## config.mk

```make
export PLATFORM = sky130hd
export DESIGN_NAME = pstd_top
export DESIGN_NICKNAME = d
export VERILOG_FILES = /design/src/design/pstd_pkg.sv /design/src/design/pstd_ms_tick.sv /design/src/design/pstd_ms_timer.sv /design/src/design/pstd_top.sv
export SDC_FILE = /design/constraint.sdc
export NUM_CORES = 1
export LEC_CHECK = 0
export BUFFER_PORTS_ARGS = -buffer_cell sky130_fd_sc_hd__buf_4
export CAP_MARGIN = 20
export CELL_PAD_IN_SITES_DETAIL_PLACEMENT = 1
export CELL_PAD_IN_SITES_GLOBAL_PLACEMENT = 2
export CORE_UTILIZATION = 40
export DETAILED_ROUTE_END_ITERATION = 7
export PLACE_DENSITY_LB_ADDON = 0.1
export SLEW_MARGIN = 25
export SYNTH_ARGS = -nofsm -noshare
export SYNTH_HDL_FRONTEND = slang
export SYNTH_HIERARCHICAL = 1
export SYNTH_SLANG_ARGS = --single-unit
```

## constraint.sdc

```tcl
create_clock -name clk -period 7.91 [get_ports clk]
set_input_delay 0.3955 -clock clk [delete_from_list [all_inputs] [get_ports clk]]
set_output_delay 0.3955 -clock clk [all_outputs]
set_load 0.03 [all_outputs]
```

## src/design/pstd_pkg.sv

```systemverilog
// Constants shared by the phase-selective trip decision block.
// Assumes a 100 MHz relay clock and a 32-bit classic Wishbone bus.
package pstd_pkg;

  // ----------------------------------------------------------------
  // Operating modes
  // ----------------------------------------------------------------
  localparam int         MODE_W      = 2;
  localparam logic [1:0] MODE_OFF    = 2'h0;
  localparam logic [1:0] MODE_3PH    = 2'h1;
  localparam logic [1:0] MODE_1PH3PH = 2'h2;

  // ----------------------------------------------------------------
  // Register map (byte addresses)
  // ----------------------------------------------------------------
  localparam int         ADDR_W    = 5;
  localparam logic [4:0] OFS_CTRL  = 5'h00;
  localparam logic [4:0] OFS_MINP  = 5'h04;
  localparam logic [4:0] OFS_EVOL  = 5'h08;
  localparam logic [4:0] OFS_STATE = 5'h0C;
  localparam logic [4:0] OFS_EVST  = 5'h10;
  localparam logic [4:0] OFS_EVCLR = 5'h14;
  localparam logic [4:0] OFS_EVEN  = 5'h18;

  // State register fields
  localparam int ST_PH_LSB = 0;
  localparam int ST_THREE  = 3;
  localparam int ST_GEN    = 4;
  localparam int ST_MINRUN = 5;
  localparam int ST_EVORUN = 6;

  // Event bits: on edges in [3:0], off edges in [7:4]; order a, b, c, general
  localparam int         EVT_W     = 8;
  localparam int         EV_OFF    = 4;
  localparam logic [7:0] EVEN_RST  = 8'h00;

  // ----------------------------------------------------------------
  // Timing
  // ----------------------------------------------------------------
  localparam int          CLK_PERIOD_NS  = 10;
  localparam int          MS_NS          = 1000000;
  localparam int          CYC_PER_MS_DEF = MS_NS / CLK_PERIOD_NS;
  localparam int          MS_W           = 16;
  localparam logic [15:0] SET_MIN_MS     = 16'h0032; // 50 ms
  localparam logic [15:0] SET_MAX_MS     = 16'hEA60; // 60000 ms
  localparam logic [15:0] MINP_DEF_MS    = 16'h0096; // 150 ms
  localparam logic [15:0] EVOL_DEF_MS    = 16'h03E8; // 1000 ms

  // Keep a written setting inside its legal range
  function automatic logic [15:0] clamp_ms(input logic [15:0] v);
    if (v < SET_MIN_MS) begin
      return SET_MIN_MS;
    end
    if (v > SET_MAX_MS) begin
      return SET_MAX_MS;
    end
    return v;
  endfunction

  // Byte-lane merge of a 16-bit field
  function automatic logic [15:0] merge16(input logic [15:0] old,
                                          input logic [15:0] wr,
                                          input logic [1:0]  sel);
    return {sel[1] ? wr[15:8] : old[15:8], sel[0] ? wr[7:0] : old[7:0]};
  endfunction

  function automatic logic [1:0] count3(input logic [2:0] v);
    return {1'b0, v[0]} + {1'b0, v[1]} + {1'b0, v[2]};
  endfunction

endpackage

```

## src/design/pstd_ms_tick.sv

```systemverilog
// Millisecond tick generator for the trip timers.
// Assumes an asynchronous active-low reset already released cleanly.
`timescale 1ns/1ps
module pstd_ms_tick #(
  parameter int CYC_PER_MS = 100000
) (
  input  wire logic clk,
  input  wire logic rst_n,
  output logic      tick
);

  localparam int CW = $clog2(CYC_PER_MS);
  localparam logic [CW-1:0] LAST = CW'(CYC_PER_MS - 1);

  logic [CW-1:0] cnt_ff;
  logic [CW-1:0] nxt_cnt;
  logic          tick_ff;
  logic          nxt_tick;

  always_comb begin
    nxt_tick = (cnt_ff == LAST);
    nxt_cnt  = nxt_tick ? '0 : cnt_ff + CW'(1);
  end

  always_ff @(posedge clk or negedge rst_n) begin
    if (!rst_n) begin
      cnt_ff  <= '0;
      tick_ff <= 1'b0;
    end else begin
      cnt_ff  <= nxt_cnt;
      tick_ff <= nxt_tick;
    end
  end

  assign tick = tick_ff;

endmodule

```

## src/design/pstd_ms_timer.sv

```systemverilog
// Millisecond down-counter: load restarts it, running while nonzero.
// Assumes a one-cycle tick every millisecond from the tick generator.
`timescale 1ns/1ps
module pstd_ms_timer #(
  parameter int W = 16
) (
  input  wire logic         clk,
  input  wire logic         rst_n,
  input  wire logic         tick,
  input  wire logic         load,
  input  wire logic [W-1:0] load_ms,
  output logic              running
);

  logic [W-1:0] cnt_ff;
  logic [W-1:0] nxt_cnt;

  always_comb begin
    nxt_cnt = cnt_ff;
    if (load) begin
      nxt_cnt = load_ms;
    end else if (tick && cnt_ff != '0) begin
      nxt_cnt = cnt_ff - W'(1);
    end
  end

  always_ff @(posedge clk or negedge rst_n) begin
    if (!rst_n) begin
      cnt_ff <= '0;
    end else begin
      cnt_ff <= nxt_cnt;
    end
  end

  assign running = (cnt_ff != '0);

endmodule

```

## src/design/pstd_top.sv

```systemverilog
// Phase-selective trip decision: turns trip requests into trip outputs.
// Assumes requests are synchronous to clk; registers on classic Wishbone.
//
// How it works
// Mode is off, always three-phase, or single-or-three; off after reset.
// Every trip is held at least the minimum pulse time, 50..60000 ms.
// While the evolving-fault time runs, further faults trip all phases.
// Requests on exactly two phases also trip the third phase.
// Force-all-phases turns a single-phase fault into a three-phase trip.
// Block input suppresses every trip output.
// Sources ask single-phase trips with single request plus one phase.
// Three-phase request trips all phases and sets three-phase output.
// Each phase request drives its phase output, subject to mode.
// General trip comes from request status combined with the mode.
// Outputs per phase, three-phase, and general for any trip.
// On and off changes of phase and general outputs raise events.
// Always-three mode trips all phases; off mode keeps outputs low.
// Single-phase trip starts evolving timer; new trips restart pulse timer.
`timescale 1ns/1ps
module pstd_top
  import pstd_pkg::*;
#(
  parameter int CYC_PER_MS = CYC_PER_MS_DEF
) (
  input  wire logic              clk,
  input  wire logic              reset_n,
  input  wire logic              wb_cyc_i,
  input  wire logic              wb_stb_i,
  input  wire logic              wb_we_i,
  input  wire logic [ADDR_W-1:0] wb_adr_i,
  input  wire logic [3:0]        wb_sel_i,
  input  wire logic [31:0]       wb_dat_i,
  output logic [31:0]            wb_dat_o,
  output logic                   wb_ack_o,
  input  wire logic              block_in,
  input  wire logic              single_phase_request,
  input  wire logic              three_phase_request,
  input  wire logic              phase_a_request,
  input  wire logic              phase_b_request,
  input  wire logic              phase_c_request,
  input  wire logic              force_all_phases,
  output logic                   phase_a_trip_out,
  output logic                   phase_b_trip_out,
  output logic                   phase_c_trip_out,
  output logic                   three_phase_trip_out,
  output logic                   general_trip_out,
  output logic                   irq
);

  // ----------------------------------------------------------------
  // Reset release
  // ----------------------------------------------------------------
  logic rst_meta_ff;
  logic rst_sync_ff;
  logic rst_n;

  always_ff @(posedge clk or negedge reset_n) begin
    if (!reset_n) begin
      rst_meta_ff <= 1'b0;
      rst_sync_ff <= 1'b0;
    end else begin
      rst_meta_ff <= 1'b1;
      rst_sync_ff <= rst_meta_ff;
    end
  end

  assign rst_n = rst_sync_ff;

  // ----------------------------------------------------------------
  // Declarations
  // ----------------------------------------------------------------
  logic [MODE_W-1:0] mode_ff;
  logic [MODE_W-1:0] nxt_mode;
  logic [MS_W-1:0]   minp_ff;
  logic [MS_W-1:0]   nxt_minp;
  logic [MS_W-1:0]   evol_ff;
  logic [MS_W-1:0]   nxt_evol;
  logic [EVT_W-1:0]  even_ff;
  logic [EVT_W-1:0]  nxt_even;
  logic [EVT_W-1:0]  evst_ff;
  logic [EVT_W-1:0]  nxt_evst;
  logic [EVT_W-1:0]  clr_mask;
  logic [EVT_W-1:0]  ev_now;
  logic              ack_ff;
  logic              nxt_ack;
  logic [31:0]       rdat_ff;
  logic [31:0]       nxt_rdat;
  logic              req_new;
  logic              wr_take;
  logic [2:0]        held_ff;
  logic [2:0]        nxt_held;
  logic              gen_ff;
  logic              nxt_gen;
  logic              three_ff;
  logic              nxt_three;
  logic              irq_ff;
  logic              nxt_irq;
  logic [2:0]        req;
  logic [2:0]        dec;
  logic              enabled;
  logic              any_req;
  logic              all3;
  logic              grow;
  logic              min_load;
  logic              evo_load;
  logic              min_run;
  logic              evo_run;
  logic              ms_tick;

  // ----------------------------------------------------------------
  // Timers
  // ----------------------------------------------------------------
  pstd_ms_tick #(
    .CYC_PER_MS (CYC_PER_MS)
  ) u_tick (
    .clk   (clk),
    .rst_n (rst_n),
    .tick  (ms_tick)
  );

  // One extra ms covers the partial first tick, so the hold is never short
  pstd_ms_timer #(
    .W (MS_W)
  ) u_min_timer (
    .clk     (clk),
    .rst_n   (rst_n),
    .tick    (ms_tick),
    .load    (min_load),
    .load_ms (minp_ff + MS_W'(1)),
    .running (min_run)
  );

  pstd_ms_timer #(
    .W (MS_W)
  ) u_evo_timer (
    .clk     (clk),
    .rst_n   (rst_n),
    .tick    (ms_tick),
    .load    (evo_load),
    .load_ms (evol_ff + MS_W'(1)),
    .running (evo_run)
  );

  // ----------------------------------------------------------------
  // Register bus
  // ----------------------------------------------------------------
  // Ack comes one cycle after the request; writes land on the ack edge
  assign req_new = wb_cyc_i & wb_stb_i & ~ack_ff;
  assign wr_take = wb_cyc_i & wb_stb_i & wb_we_i & ack_ff;

  always_comb begin
    nxt_ack  = req_new;
    nxt_rdat = rdat_ff;
    nxt_mode = mode_ff;
    nxt_minp = minp_ff;
    nxt_evol = evol_ff;
    nxt_even = even_ff;
    clr_mask = '0;
    if (req_new) begin
      nxt_rdat = 32'h0000_0000;
      case (wb_adr_i)
        OFS_CTRL: begin
          nxt_rdat[MODE_W-1:0] = mode_ff;
        end
        OFS_MINP: begin
          nxt_rdat[MS_W-1:0] = minp_ff;
        end
        OFS_EVOL: begin
          nxt_rdat[MS_W-1:0] = evol_ff;
        end
        OFS_STATE: begin
          nxt_rdat[ST_PH_LSB+:3] = held_ff;
          nxt_rdat[ST_THREE]     = three_ff;
          nxt_rdat[ST_GEN]       = gen_ff;
          nxt_rdat[ST_MINRUN]    = min_run;
          nxt_rdat[ST_EVORUN]    = evo_run;
        end
        OFS_EVST: begin
          nxt_rdat[EVT_W-1:0] = evst_ff;
        end
        OFS_EVEN: begin
          nxt_rdat[EVT_W-1:0] = even_ff;
        end
        default: begin
          nxt_rdat = 32'h0000_0000;
        end
      endcase
    end
    if (wr_take) begin
      case (wb_adr_i)
        OFS_CTRL: begin
          // The unused fourth code is ignored so the mode stays legal
          if (wb_sel_i[0] && wb_dat_i[MODE_W-1:0] != 2'h3) begin
            nxt_mode = wb_dat_i[MODE_W-1:0];
          end
        end
        OFS_MINP: begin
          nxt_minp = clamp_ms(merge16(minp_ff, wb_dat_i[15:0], wb_sel_i[1:0]));
        end
        OFS_EVOL: begin
          nxt_evol = clamp_ms(merge16(evol_ff, wb_dat_i[15:0], wb_sel_i[1:0]));
        end
        OFS_EVCLR: begin
          if (wb_sel_i[0]) begin
            clr_mask = wb_dat_i[EVT_W-1:0];
          end
        end
        OFS_EVEN: begin
          if (wb_sel_i[0]) begin
            nxt_even = wb_dat_i[EVT_W-1:0];
          end
        end
        default: begin
          nxt_even = even_ff;
        end
      endcase
    end
  end

  always_ff @(posedge clk or negedge rst_n) begin
    if (!rst_n) begin
      ack_ff  <= 1'b0;
      rdat_ff <= 32'h0000_0000;
      mode_ff <= MODE_OFF;
      minp_ff <= MINP_DEF_MS;
      evol_ff <= EVOL_DEF_MS;
      even_ff <= EVEN_RST;
    end else begin
      ack_ff  <= nxt_ack;
      rdat_ff <= nxt_rdat;
      mode_ff <= nxt_mode;
      minp_ff <= nxt_minp;
      evol_ff <= nxt_evol;
      even_ff <= nxt_even;
    end
  end

  // ----------------------------------------------------------------
  // Trip decision and hold
  // ----------------------------------------------------------------
  always_comb begin
    req     = {phase_c_request, phase_b_request, phase_a_request};
    enabled = (mode_ff == MODE_3PH) || (mode_ff == MODE_1PH3PH);
    any_req = (|req) | single_phase_request | three_phase_request;
    // A single request naming no phase is unsafe to guess, so trip all
    all3 = three_phase_request
         | force_all_phases
         | (mode_ff == MODE_3PH)
         | (count3(req) >= 2'h2)
         // A phase that is already tripping is not a further fault
         | (evo_run & (|(req & ~held_ff)))
         | (single_phase_request & (req == 3'h0));
    dec = 3'h0;
    if (enabled && any_req) begin
      dec = all3 ? 3'h7 : req;
    end
    grow     = |(dec & ~held_ff);
    nxt_held = held_ff;
    min_load = 1'b0;
    evo_load = 1'b0;
    if (block_in || !enabled) begin
      nxt_held = 3'h0;
    end else if (grow) begin
      nxt_held = held_ff | dec;
      min_load = 1'b1;
      evo_load = (count3(held_ff | dec) == 2'h1);
    end else if (!min_run) begin
      nxt_held = dec;
    end
    nxt_gen   = |nxt_held;
    nxt_three = &nxt_held;
  end

  // ----------------------------------------------------------------
  // Events and interrupt
  // ----------------------------------------------------------------
  always_comb begin
    ev_now[EV_OFF-1:0]     = {nxt_gen, nxt_held} & ~{gen_ff, held_ff};
    ev_now[EVT_W-1:EV_OFF] = ~{nxt_gen, nxt_held} & {gen_ff, held_ff};
    // A new event beats a clear in the same cycle
    nxt_evst = (evst_ff & ~clr_mask) | ev_now;
    nxt_irq  = |(nxt_evst & nxt_even);
  end

  always_ff @(posedge clk or negedge rst_n) begin
    if (!rst_n) begin
      held_ff  <= 3'h0;
      gen_ff   <= 1'b0;
      three_ff <= 1'b0;
      evst_ff  <= '0;
      irq_ff   <= 1'b0;
    end else begin
      held_ff  <= nxt_held;
      gen_ff   <= nxt_gen;
      three_ff <= nxt_three;
      evst_ff  <= nxt_evst;
      irq_ff   <= nxt_irq;
    end
  end

  assign phase_a_trip_out     = held_ff[0];
  assign phase_b_trip_out     = held_ff[1];
  assign phase_c_trip_out     = held_ff[2];
  assign three_phase_trip_out = three_ff;
  assign general_trip_out     = gen_ff;
  assign irq                  = irq_ff;
  assign wb_ack_o             = ack_ff;
  assign wb_dat_o             = rdat_ff;
endmodule

```

==> results of run 1 <==
==> layer usage <==
layer	up-vias	global-route usage	routed length, microns
met3	24	0.04997	930
li1	3288	-	-
met1	3651	0.3396	11540
met4	0	0.06791	358
met5	-	0	0
met2	152	0.4143	11740
==> per-stage QoR <==
| stage | setup slack [ns] | utilization | power (mW) | instance area [sq um] | hold WS [ns] |
|---|---|---|---|---|---|
| CTS | 3.125 | 0.4685 | 1.662 | 9119 | 0.2487 |
| detailed placement | 3.134 | 0.4361 | 0.8183 | 8487 | 0.1823 |
| finish | 3.097 | 0.4699 | 1.648 | 9146 | 0.2627 |
| global placement | 3.222 | 0.4361 | 0.8141 | 8487 | 0.1783 |
| floorplan | 4.031 | - | 0.7718 | 7993 | 0.09991 |
| global route | 2.754 | 0.4699 | 1.705 | 9146 | 0.2627 |
==> Yosys cell counts, types with 8 or more instances <==
library cell | count | share of area
dfrtp_1 | 115 | 0.36
nand2_1 | 77 | 0.036
nor2_1 | 66 | 0.031
o21ai_0 | 44 | 0.028
nor3_1 | 32 | 0.020
xnor2_1 | 30 | 0.033
nand3_1 | 28 | 0.018
inv_1 | 26 | 0.012
clkbuf_1 | 25 | 0.012
a21oi_1 | 23 | 0.015
a22oi_1 | 21 | 0.020
a31oi_1 | 18 | 0.014
buf_4 | 18 | 0.017
or4_1 | 17 | 0.016
nand4_1 | 15 | 0.012
a32o_1 | 14 | 0.018
o31ai_1 | 14 | 0.013
mux2_2 | 12 | 0.017
nor4_1 | 12 | 0.0095
xor2_1 | 12 | 0.013
or3_1 | 11 | 0.0087
and3_1 | 10 | 0.0079
dfstp_2 | 10 | 0.033
o21a_1 | 9 | 0.0085
a21o_1 | 8 | 0.0076
buf_2 | 8 | 0.0050
nor3b_1 | 8 | 0.0076
or2_2 | 8 | 0.0063
==> power by group through the flow <==
stage / registers, mW / logic (mW) / clock network [mW]
after floorplan: 0.689 / 0.0825 / 0
after global placement: 0.688 / 0.126 / 0
after detailed placement: 0.689 / 0.129 / 0
after CTS: 0.677 / 0.131 / 0.854
after global routing: 0.680 / 0.144 / 0.881
final: 0.677 / 0.133 / 0.838
==> cells by family after synthesis <==
| group | count (synthesis) | synth area share |
|---|---|---|
| other | 2 | 0.0009463 |
| XOR/XNOR | 42 | 0.04635 |
| adder cells (fa/ha/maj) | 8 | 0.01356 |
| multiplexers | 17 | 0.02333 |
| AND/OR/NAND/NOR | 348 | 0.2472 |
| buffers and inverters | 86 | 0.05360 |
| flip-flops | 125 | 0.3957 |
| AO/OA/AOI/OAI | 232 | 0.2193 |
==> cells in the final DEF (no fill, tap or decap), drive strengths merged, types with 18 or more instances in the layout <==
cell type / count
clkbuf: 18
nor3: 35
nand3: 28
a31oi: 18
buf: 63
a22oi: 21
dfrtp: 115
nor2: 68
or4: 20
nand2: 77
xnor2: 30
o21ai: 50
a21oi: 24
inv: 34
==> timing repair <==
action,4_1_cts,5_1_grt
setup endpoints to repair,0,0
hold endpoints to repair,2,0
hold buffers,1,0
==> critical path, stage by stage (launching register included) <==
cell and delay, ns:
dfrtp_1 0.43, or4_4 0.58, or2_1 0.33, nand2b_1 0.35
and3b_1 0.30, nor3b_1 0.19, a31o_2 0.30, nand2_1 0.10
fa_1 0.50, and3b_1 0.45, clkinv_1 0.73, o2111ai_1 0.32
nand3_1 0.10
==> path summary, 6_finish.rpt <==
check | from | end | cells after the start
worst max-delay path | u_evo_timer/cnt_ff[4]$_DFFE_PN0P_ | u_evo_timer/cnt_ff[0]$_DFFE_PN0P_ | 12
worst min-delay path | wb_dat_i[15] | evol_ff[15]$_DFFE_PN0P_ | 2
worst max register to register | u_evo_timer/cnt_ff[4]$_DFFE_PN0P_ | u_evo_timer/cnt_ff[0]$_DFFE_PN0P_ | 12
worst min register to register | rst_meta_ff$_DFF_PN0_ | rst_n$_DFF_PN0_ | 0
max in group asynchronous | rst_n$_DFF_PN0_ | minp_ff[4]$_DFFE_PN1P_ | 2
min in group asynchronous | reset_n | rst_n$_DFF_PN0_ | 2
==> state kept, by name, summed over array words and instances (netlist names) <==
name,count
irq,1
wb_dat_o,16
held_ff,3
u_min_timer/cnt_ff,16
even_ff,8
wb_ack_o,1
u_tick/tick,1
general_trip_out,1
minp_ff,16
rst_n,1
evol_ff,16
mode_ff,2
rst_meta_ff,1
u_tick/cnt_ff,17
u_evo_timer/cnt_ff,16
three_phase_trip_out,1
evst_ff,8
==> area by class of cell <==
class                      instances  area, sq um
sequential                       125         3144
timing repair buffer              64        503.0
clock inverter                    14        182.7
inverter                          30        115.1
fill                            2247        10320
multi-input combinational        664         4431
clock buffer                      18        439.2
tap                              265        331.6
==> results.yml, run 1 <==
floorplan:
  die_y_microns: 142.9
  io_pins: 92
  row_count: 51
  core_area_sq_um: 19460
  start_util: 0.4078
  die_area_sq_um: 20410
  die_w_microns: 142.9
cells_and_area:
  layoutNonFillerInstCount: 1180
  area_growth_syn_to_layout_pct: 15.25
  nets: 963
  final_layout_size_suffix_gt1_frac: 0.1858
  antenna_cells: 0
timing:
  slew_viol_final: 0
  hold_viol: 0
  rsz0062_at_grt: "no"
  final-setup-viol-count: 0
  min_period_ns: 4.813
  fin_crit_sh: 0.6084
  timing.fmax_ghz: 0.2078
  worstMarginPinSlew_ns: 0.9589
  slew_headroom: 0.3558
  setup_tns_ns: 0
  skew_ns: 0.008250
power_and_ir_drop:
  clockPowerShare: 0.508
  seqPwrFrac: 0.411
  power_frac_comb: 0.080
  leakage_nw: 3.724
  powerDensity_nw_per_um2: 180.1
  swShare: 0.2626
  p_int_mw: 1.215
  p_switching_mw: 0.4326
  vdd_ir_drop_max_uv: 131.8
placement:
  dp_hpwl_mm: 18.00
  gp_congestion: 0.8651
  numPlacedInstances: 1146
  io_buffer_count: 57
yosys:
  avgSynthCellArea_sq_um: 9.228
  netlist_area_sq_um: 7936
  ys.flop_type: "dfrtp_1"
  synth_edf_count: 0
  ys_ff_latch: 125
  synth_cell_types: 106
  netlist_instances: 860
  seq_area_frac_synth: 0.3957
  yosysWarnings: 6
  synthArstFlopShare: 1.000
global_route:
  grt-ovfl-total: 0
  grt_pass1_wl_mm: 39.72
  grt_max_degree: 74
  antenna_found_initial: 0
  track_usage: 0.2529
  grt_pass1_vias: 7372
drt:
  route.final.wire_length_mm: 24.56
  dr.pass1.iters: 5
  wl_per_cell_microns: 20.81
  antenna_left: 0
  vias: 7115
  drc: 0
  drt_iter0_markers: 363
  via_per_inst: 6.030
clocking:
  cts_buffers: 17
  cts_setup_buffers: 0
  cts-root-buf: "clkbuf_16"
  cts_resized: 0
  clk_pin_slew_ns: 0.06
  cts_num_sinks: 125
  clk_latency_ns: 0.43
  cts_tree: "yes"
  htree_num_levels: 4
  cts_buffer_depth: 2
setup_path:
  cp.required_ns: 8.21
  crit_arrival_ns: 5.11
  reg2reg_slack_ns: 3.10
  crit_path_end_kind: "register"
  critPathMaxFanout: 27
  path_class: "register to register"
  start_kind: "register"
flow_run:
  drv_cap: 0
run_status:
  status: "completed"
hold_path:
  min_path_type: "input port to register"
No activity file was read; power rests on OpenSTA's default activity.
==> run 2, diff against run 1 <==
Settings changed: ABC_AREA set to 1, CORE_UTILIZATION 40 to 34.
Clock period 7.91 ns to 4.9 ns, I/O delays scaled along.
==> run 2 against run 1 <==
Clock skew increased by 0.012 ns; sequential cell count stayed put; total power rose by 60%; critical path type unchanged; largest power group unchanged.
==> results.yml, run 2 <==
setup_path:
  crit_chain: "inv_1 -> ha_1 -> nand3_2 -> inv_1 -> nand2_1 -> nor2_1 -> nand4_1 -> nand2_2 -> nand3b_1 -> nand2_1 -> nand2_1 -> fa_1 -> nand2_1 -> nor2_1 -> buf_4 -> inv_2 -> nand3_2 -> inv_2 -> nand2_1 -> nand3_1"
  r2r-start: "u_evo_timer/cnt_ff[0]$_DFFE_PN0P_"
  critPathMaxFanout: 20
  slowest_stage: "fa_1"
  crit_arrival_ns: 4.19
  path_class: "register to register"
  crit_path_end_kind: "register"
  slowest_delay_ns: 0.46
  start_kind: "register"
  cp_common_cell: "nand2_1"
  critPathTopFamily: "simple AND/OR/NAND/NOR gates"
  cp.required_ns: 5.25
  startpoint: "u_evo_timer/cnt_ff[0]$_DFFE_PN0P_"
  path_buf_inv: 5
timing:
  min_period_ns: 3.835
  slew_viol_final: 0
  fin_crit_sh: 0.7826
  final-setup-viol-count: 0
  skew_ns: 0.02056
  hold_viol: 0
  worstMarginPinSlew_ns: 0.8523
  slew_headroom: 0.4171
  fin_ws_ns: 1.065
  timing.fmax_ghz: 0.2608
  setup_tns_ns: 0
  rsz0062_at_grt: "no"
power_and_ir_drop:
  p_switching_mw: 0.7938
  powerDensity_nw_per_um2: 277.1
  seqPwrFrac: 0.414
  swShare: 0.3014
  p_int_mw: 1.840
  vdd_ir_drop_max_uv: 152.8
  clockPowerShare: 0.466
  power_frac_comb: 0.120
  p_total_mw: 2.634
  leakage_nw: 4.773
cells_and_area:
  antenna_cells: 0
  largest_reg_flops: 17
  final_layout_size_suffix_gt1_frac: 0.1807
  multi_input_area_sq_um: 4333
  fillers: 2997
  regArea_sq_um: 3144
  final_util: 0.4026
  layout_commonest_cell: "nand2_1"
  final_area_sq_um: 9505
  layout_common_cells: "nand2_1, inv_1, dfrtp_1, nor2_1, nand3_1"
  regMostFlops: "u_tick/cnt_ff"
  nets: 1249
  area_growth_syn_to_layout_pct: 15.53
yosys:
  netlist_area_sq_um: 8228
  ys_top_cells_by_area: "dfrtp_1, nand2_1, inv_1, nand3_1, nor2_1"
  yosysWarnings: 6
  synthArstFlopShare: 1.000
  synth_edf_count: 0
  ys.flop_type: "dfrtp_1"
  avgSynthCellArea_sq_um: 7.314
  synth_top_cell_by_area: "dfrtp_1"
  seq_area_frac_synth: 0.3817
  synthTopCellsByCount: "nand2_1, inv_1, dfrtp_1, nor2_1, nand3_1"
  netlist.area_leader.share: 0.3498
  yosysMostFrequentCell: "nand2_1"
  ys_ff_latch: 125
  netlist_instances: 1125
  synth_cell_types: 59
clocking:
  clk_pin_slew_ns: 0.07
  cts_num_sinks: 125
  cts-root-buf: "clkbuf_16"
  cts_buffers: 17
  cts_tree: "yes"
  cts_setup_buffers: 0
  cts_buffer_depth: 2
  clk_latency_ns: 0.43
  htree_num_levels: 4
  cts_resized: 0
drt:
  antenna_left: 0
  vias: 7470
  drc: 0
  drt_iter0_markers: 307
  wl_per_cell_microns: 17.23
  via_per_inst: 4.914
  dr.pass1.iters: 5
  route.final.wire_length_mm: 26.19
floorplan:
  core_area_sq_um: 23610
  start_util: 0.3485
  row_count: 56
  die_area_sq_um: 24830
  die_y_microns: 157.6
  die_w_microns: 157.6
  io_pins: 92
global_route:
  grt-ovfl-total: 0
  grt_pass1_wl_mm: 42.33
  antenna_found_initial: 0
  grt_pass1_vias: 7714
  track_usage: 0.2247
  grt_max_degree: 49
hold_path:
  worstHoldStart: "wb_dat_i[3]"
  min_path_type: "input port to register"
placement:
  place_area_sq_um: 8936
  gp_congestion: 0.8342
  dp_hpwl_mm: 20.53
  dp_slack_ns: 1.120
  io_buffer_count: 57
run_status:
  status: "completed"
flow_run:
  drv_cap: 0
-- run 2: cell count changes in the layout (fill, tap and decap cells not counted), moves of 17 or more --
cell	change
o21ai_0	+18
o22ai_1	+17
a22oi_1	-19
nand2_2	+21
inv_1	+109
nor2_1	+40
xnor2_1	-26
nand3_1	+61
nand2_1	+210
or4_1	-17
nor3_1	-20
xor2_1	+26
-- run 2: per-stage QoR --
step	instances	hold WS [ns]
after floorplan	1140	-0.05059
after global placement	1487	0.02899
after detailed placement	1487	0.02904
after CTS	1520	0.06322
after global routing	1520	0.07185
final	1520	0.07281
-- run 2: path summary, 6_finish.rpt --
path                                                       to  slack (ns)  cells past startpoint
min reg2reg                              even_ff[4]$_DFF_PN0_        0.31                      0
max reg2reg                u_evo_timer/cnt_ff[10]$_DFFE_PN0P_        1.07                     20
min                                      even_ff[3]$_DFF_PN0_        0.07                      2
max                        u_evo_timer/cnt_ff[10]$_DFFE_PN0P_        1.07                     20
min in group asynchronous                     rst_n$_DFF_PN0_        0.13                      2
max in group asynchronous  u_evo_timer/cnt_ff[15]$_DFFE_PN0P_        3.48                      1
-- run 2: power by group through the flow --
| stage | registers, mW | clock network (mW) | logic, mW |
|---|---|---|---|
| finish | 1.09 | 1.23 | 0.316 |
| global route | 1.10 | 1.30 | 0.350 |
| CTS | 1.09 | 1.26 | 0.321 |
| detailed placement | 1.11 | 0 | 0.318 |
| global placement | 1.11 | 0 | 0.316 |
| floorplan | 1.14 | 0 | 0.177 |
-- run 2: layer usage --
layer,share of wire,global-route usage
met3,0.022,0.03249
met1,0.47,0.2937
met2,0.49,0.3837
met4,0.018,0.06334
met5,0,0
-- run 2: cells by family after synthesis --
family	Yosys count	synth area share
compound gates	156	0.1139
simple gates	596	0.3390
fa+ha+maj	8	0.01308
flops	125	0.3817
other cells	2	0.0009127
buf+inv	190	0.09854
mux	6	0.008211
xor+xnor	42	0.04471
-- run 2: worst register-to-register path, delay by kind of cell, from the launching register on --
kind / cells / cell delay (ns)
and+or+nand+nor: 13 / 1.64
buffers and inverters: 5 / 1.04
adders and majority gates: 2 / 0.71
DFF: 1 / 0.40
-- run 2: final cells by class --
| type | count | area share |
|---|---|---|
| multi-input cells | 825 | 0.4558 |
| flip-flops and latches | 125 | 0.3308 |
| inverters | 155 | 0.06173 |
| repair buffers | 64 | 0.05081 |
| clock buffers | 18 | 0.04620 |
| well taps | 319 | 0.04199 |
| clock inverters | 14 | 0.01264 |
-- run 2: timing repair --
item	4_1_cts	5_1_grt
hold buffers	1	0
setup endpoints to repair	0	0
hold endpoints to repair	2	0
==> run 3, diff against run 2 <==
Clock period 4.9 ns to 3.7 ns, I/O delays scaled along.
==> run 3 against run 2 <==
First-iteration DRC count rose by 19%; design area rose by 1.5%; via count barely moved; die area did not move; fmax rose by 14%; clock skew fell by 0.0092 ns; critical path depth fell by 2; critical endpoint is now u_evo_timer/cnt_ff[12]$_DFFE_PN0P_; largest cell class unchanged.
==> results.yml, run 3 (synthesis gave the netlist of run 2 again) <==
cells_and_area:
  area_growth_syn_to_layout_pct: 17.29
  fillers: 2982
  final_layout_size_suffix_gt1_frac: 0.1842
  layout_common_cells: "nand2_1, inv_1, dfrtp_1, nor2_1, nand3_1"
  regMostFlops: "u_tick/cnt_ff"
  nets: 1253
  regArea_sq_um: 3144
  layout_commonest_cell: "nand2_1"
  antenna_cells: 0
  multi_input_area_sq_um: 4335
  largest_reg_flops: 17
  layoutNonFillerInstCount: 1524
run_status:
  status: "completed"
global_route:
  grt_max_degree: 59
  track_usage: 0.2273
  grt-ovfl-total: 0
  antenna_found_initial: 0
  grt_pass1_vias: 7721
  grt_pass1_wl_mm: 42.57
drt:
  drt_iter0_markers: 365
  vias: 7468
  dr.pass1.iters: 4
  wl_per_cell_microns: 17.50
  via_per_inst: 4.900
  drc: 0
  route.final.wire_length_mm: 26.68
  antenna_left: 0
power_and_ir_drop:
  clockPowerShare: 0.502
  p_int_mw: 2.725
  seqPwrFrac: 0.384
  vdd_ir_drop_max_uv: 249.0
  powerDensity_nw_per_um2: 389.1
  power_frac_comb: 0.113
  p_switching_mw: 1.031
  leakage_nw: 4.849
  swShare: 0.2744
setup_path:
  crit_chain: "inv_1 -> ha_1 -> nand3_2 -> inv_1 -> nand2_1 -> nor2_1 -> nand4_1 -> nand2_2 -> nand3_1 -> nand2_1 -> nand2_1 -> fa_1 -> nand2_1 -> nor2_2 -> inv_4 -> or2_2 -> nand3_1 -> nand2_1"
  slowest_stage: "fa_1"
  path_class: "register to register"
  cp_common_cell: "nand2_1"
  crit_arrival_ns: 3.70
  crit_path_end_kind: "register"
  cp.required_ns: 4.02
  slowest_delay_ns: 0.55
  critPathTopFamily: "simple AND/OR/NAND/NOR gates"
  critPathMaxFanout: 20
  start_kind: "register"
  path_buf_inv: 3
timing:
  slew_viol_final: 0
  rsz0062_at_grt: "no"
  hold_viol: 0
  final-setup-viol-count: 0
  fin_ws_ns: 0.3230
  worstMarginPinSlew_ns: 0.8452
  setup_tns_ns: 0
  fin_crit_sh: 0.9127
  skew_ns: 0.01136
  timing.fmax_ghz: 0.2961
  min_period_ns: 3.377
  fin_hold_ws_ns: 0.01500
  slew_headroom: 0.4314
flow_run:
  drv_cap: 0
clocking:
  cts_buffer_depth: 2
  clk_pin_slew_ns: 0.07
  cts_buffers: 17
  cts-root-buf: "clkbuf_16"
  cts_num_sinks: 125
  clk_latency_ns: 0.43
  cts_tree: "yes"
  htree_num_levels: 4
floorplan:
  die_w_microns: 157.6
  die_area_sq_um: 24830
  io_pins: 92
  row_count: 56
  die_y_microns: 157.6
  start_util: 0.3485
  core_area_sq_um: 23610
placement:
  io_buffer_count: 57
  dp_slack_ns: 0.1097
  numPlacedInstances: 1490
  gp_congestion: 0.8309
  dp_hpwl_mm: 20.69
hold_path:
  min_path_type: "input port to register"
## run 3: cell types whose count changed in the layout (fill, tap and decap cells not counted)
| cell | delta |
|---|---|
| bufinv_16 | +4 |
| nor2_2 | +1 |
| clkinv_2 | -1 |
| clkinvlp_4 | -3 |
| buf_12 | +1 |
| buf_4 | +3 |
| clkinv_4 | +2 |
| inv_2 | -2 |
| nor2_1 | -1 |
| inv_6 | -2 |
| clkbuf_8 | +1 |
| inv_4 | +2 |
| inv_8 | -1 |
## run 3: timing repair
action / in CTS / in global routing
setup buffers: 0 / 1
hold buffers: 1 / 0
endpoints found under the setup margin: 0 / 15
endpoints found under the hold margin: 2 / 0
resized for setup: 0 / 5
## run 3: per-stage QoR
step | util | area [sq um] | power [mW]
finish | 0.4087 | 9651 | 3.755
detailed placement | 0.3799 | 8971 | 1.899
global placement | 0.3799 | 8971 | 1.896
global route | 0.4087 | 9651 | 3.898
floorplan | - | 8285 | 1.742
CTS | 0.4081 | 9635 | 3.803
## run 3: layout make-up
cell class,instances,share of cell area
clock buffers,19,0.04693
clock inverters,13,0.02087
inverters,155,0.06133
multi-input cells,825,0.4492
flip-flops and latches,125,0.3258
well taps,319,0.04136
repair buffers,68,0.05445
## run 3: path summary, 6_finish.rpt
path	endpoint	startpoint	cells after the start	slack [ns]
setup / recovery	u_evo_timer/cnt_ff[12]$_DFFE_PN0P_	u_evo_timer/cnt_ff[0]$_DFFE_PN0P_	18	0.32
hold / removal	even_ff[7]$_DFF_PN0_	wb_dat_i[7]	2	0.02
setup reg to reg	u_evo_timer/cnt_ff[12]$_DFFE_PN0P_	u_evo_timer/cnt_ff[0]$_DFFE_PN0P_	18	0.32
hold reg to reg	wb_dat_o[6]$_DFFE_PN0P_	rst_n$_DFF_PN0_	0	0.28
max in group asynchronous	u_min_timer/cnt_ff[12]$_DFFE_PN0P_	rst_n$_DFF_PN0_	1	2.49
min in group asynchronous	rst_meta_ff$_DFF_PN0_	reset_n	2	0.09
## run 3: layer usage
| layer | track usage | share of wire | routed length (microns) |
|---|---|---|---|
| met1 | 0.2933 | 0.46 | 12400 |
| met2 | 0.3944 | 0.50 | 13270 |
| met3 | 0.03744 | 0.026 | 688 |
| met4 | 0.05317 | 0.012 | 317 |
| met5 | 0 | 0 | 0 |
## run 3: power groups by stage
stage / Combinational [mW] / Sequential, mW / Clock [mW]
2_1_floorplan: 0.235 / 1.51 / 0
3_3_place_gp: 0.428 / 1.47 / 0
3_5_place_dp: 0.429 / 1.47 / 0
4_1_cts: 0.432 / 1.44 / 1.93
5_1_grt: 0.470 / 1.45 / 1.98
6_report: 0.425 / 1.44 / 1.89
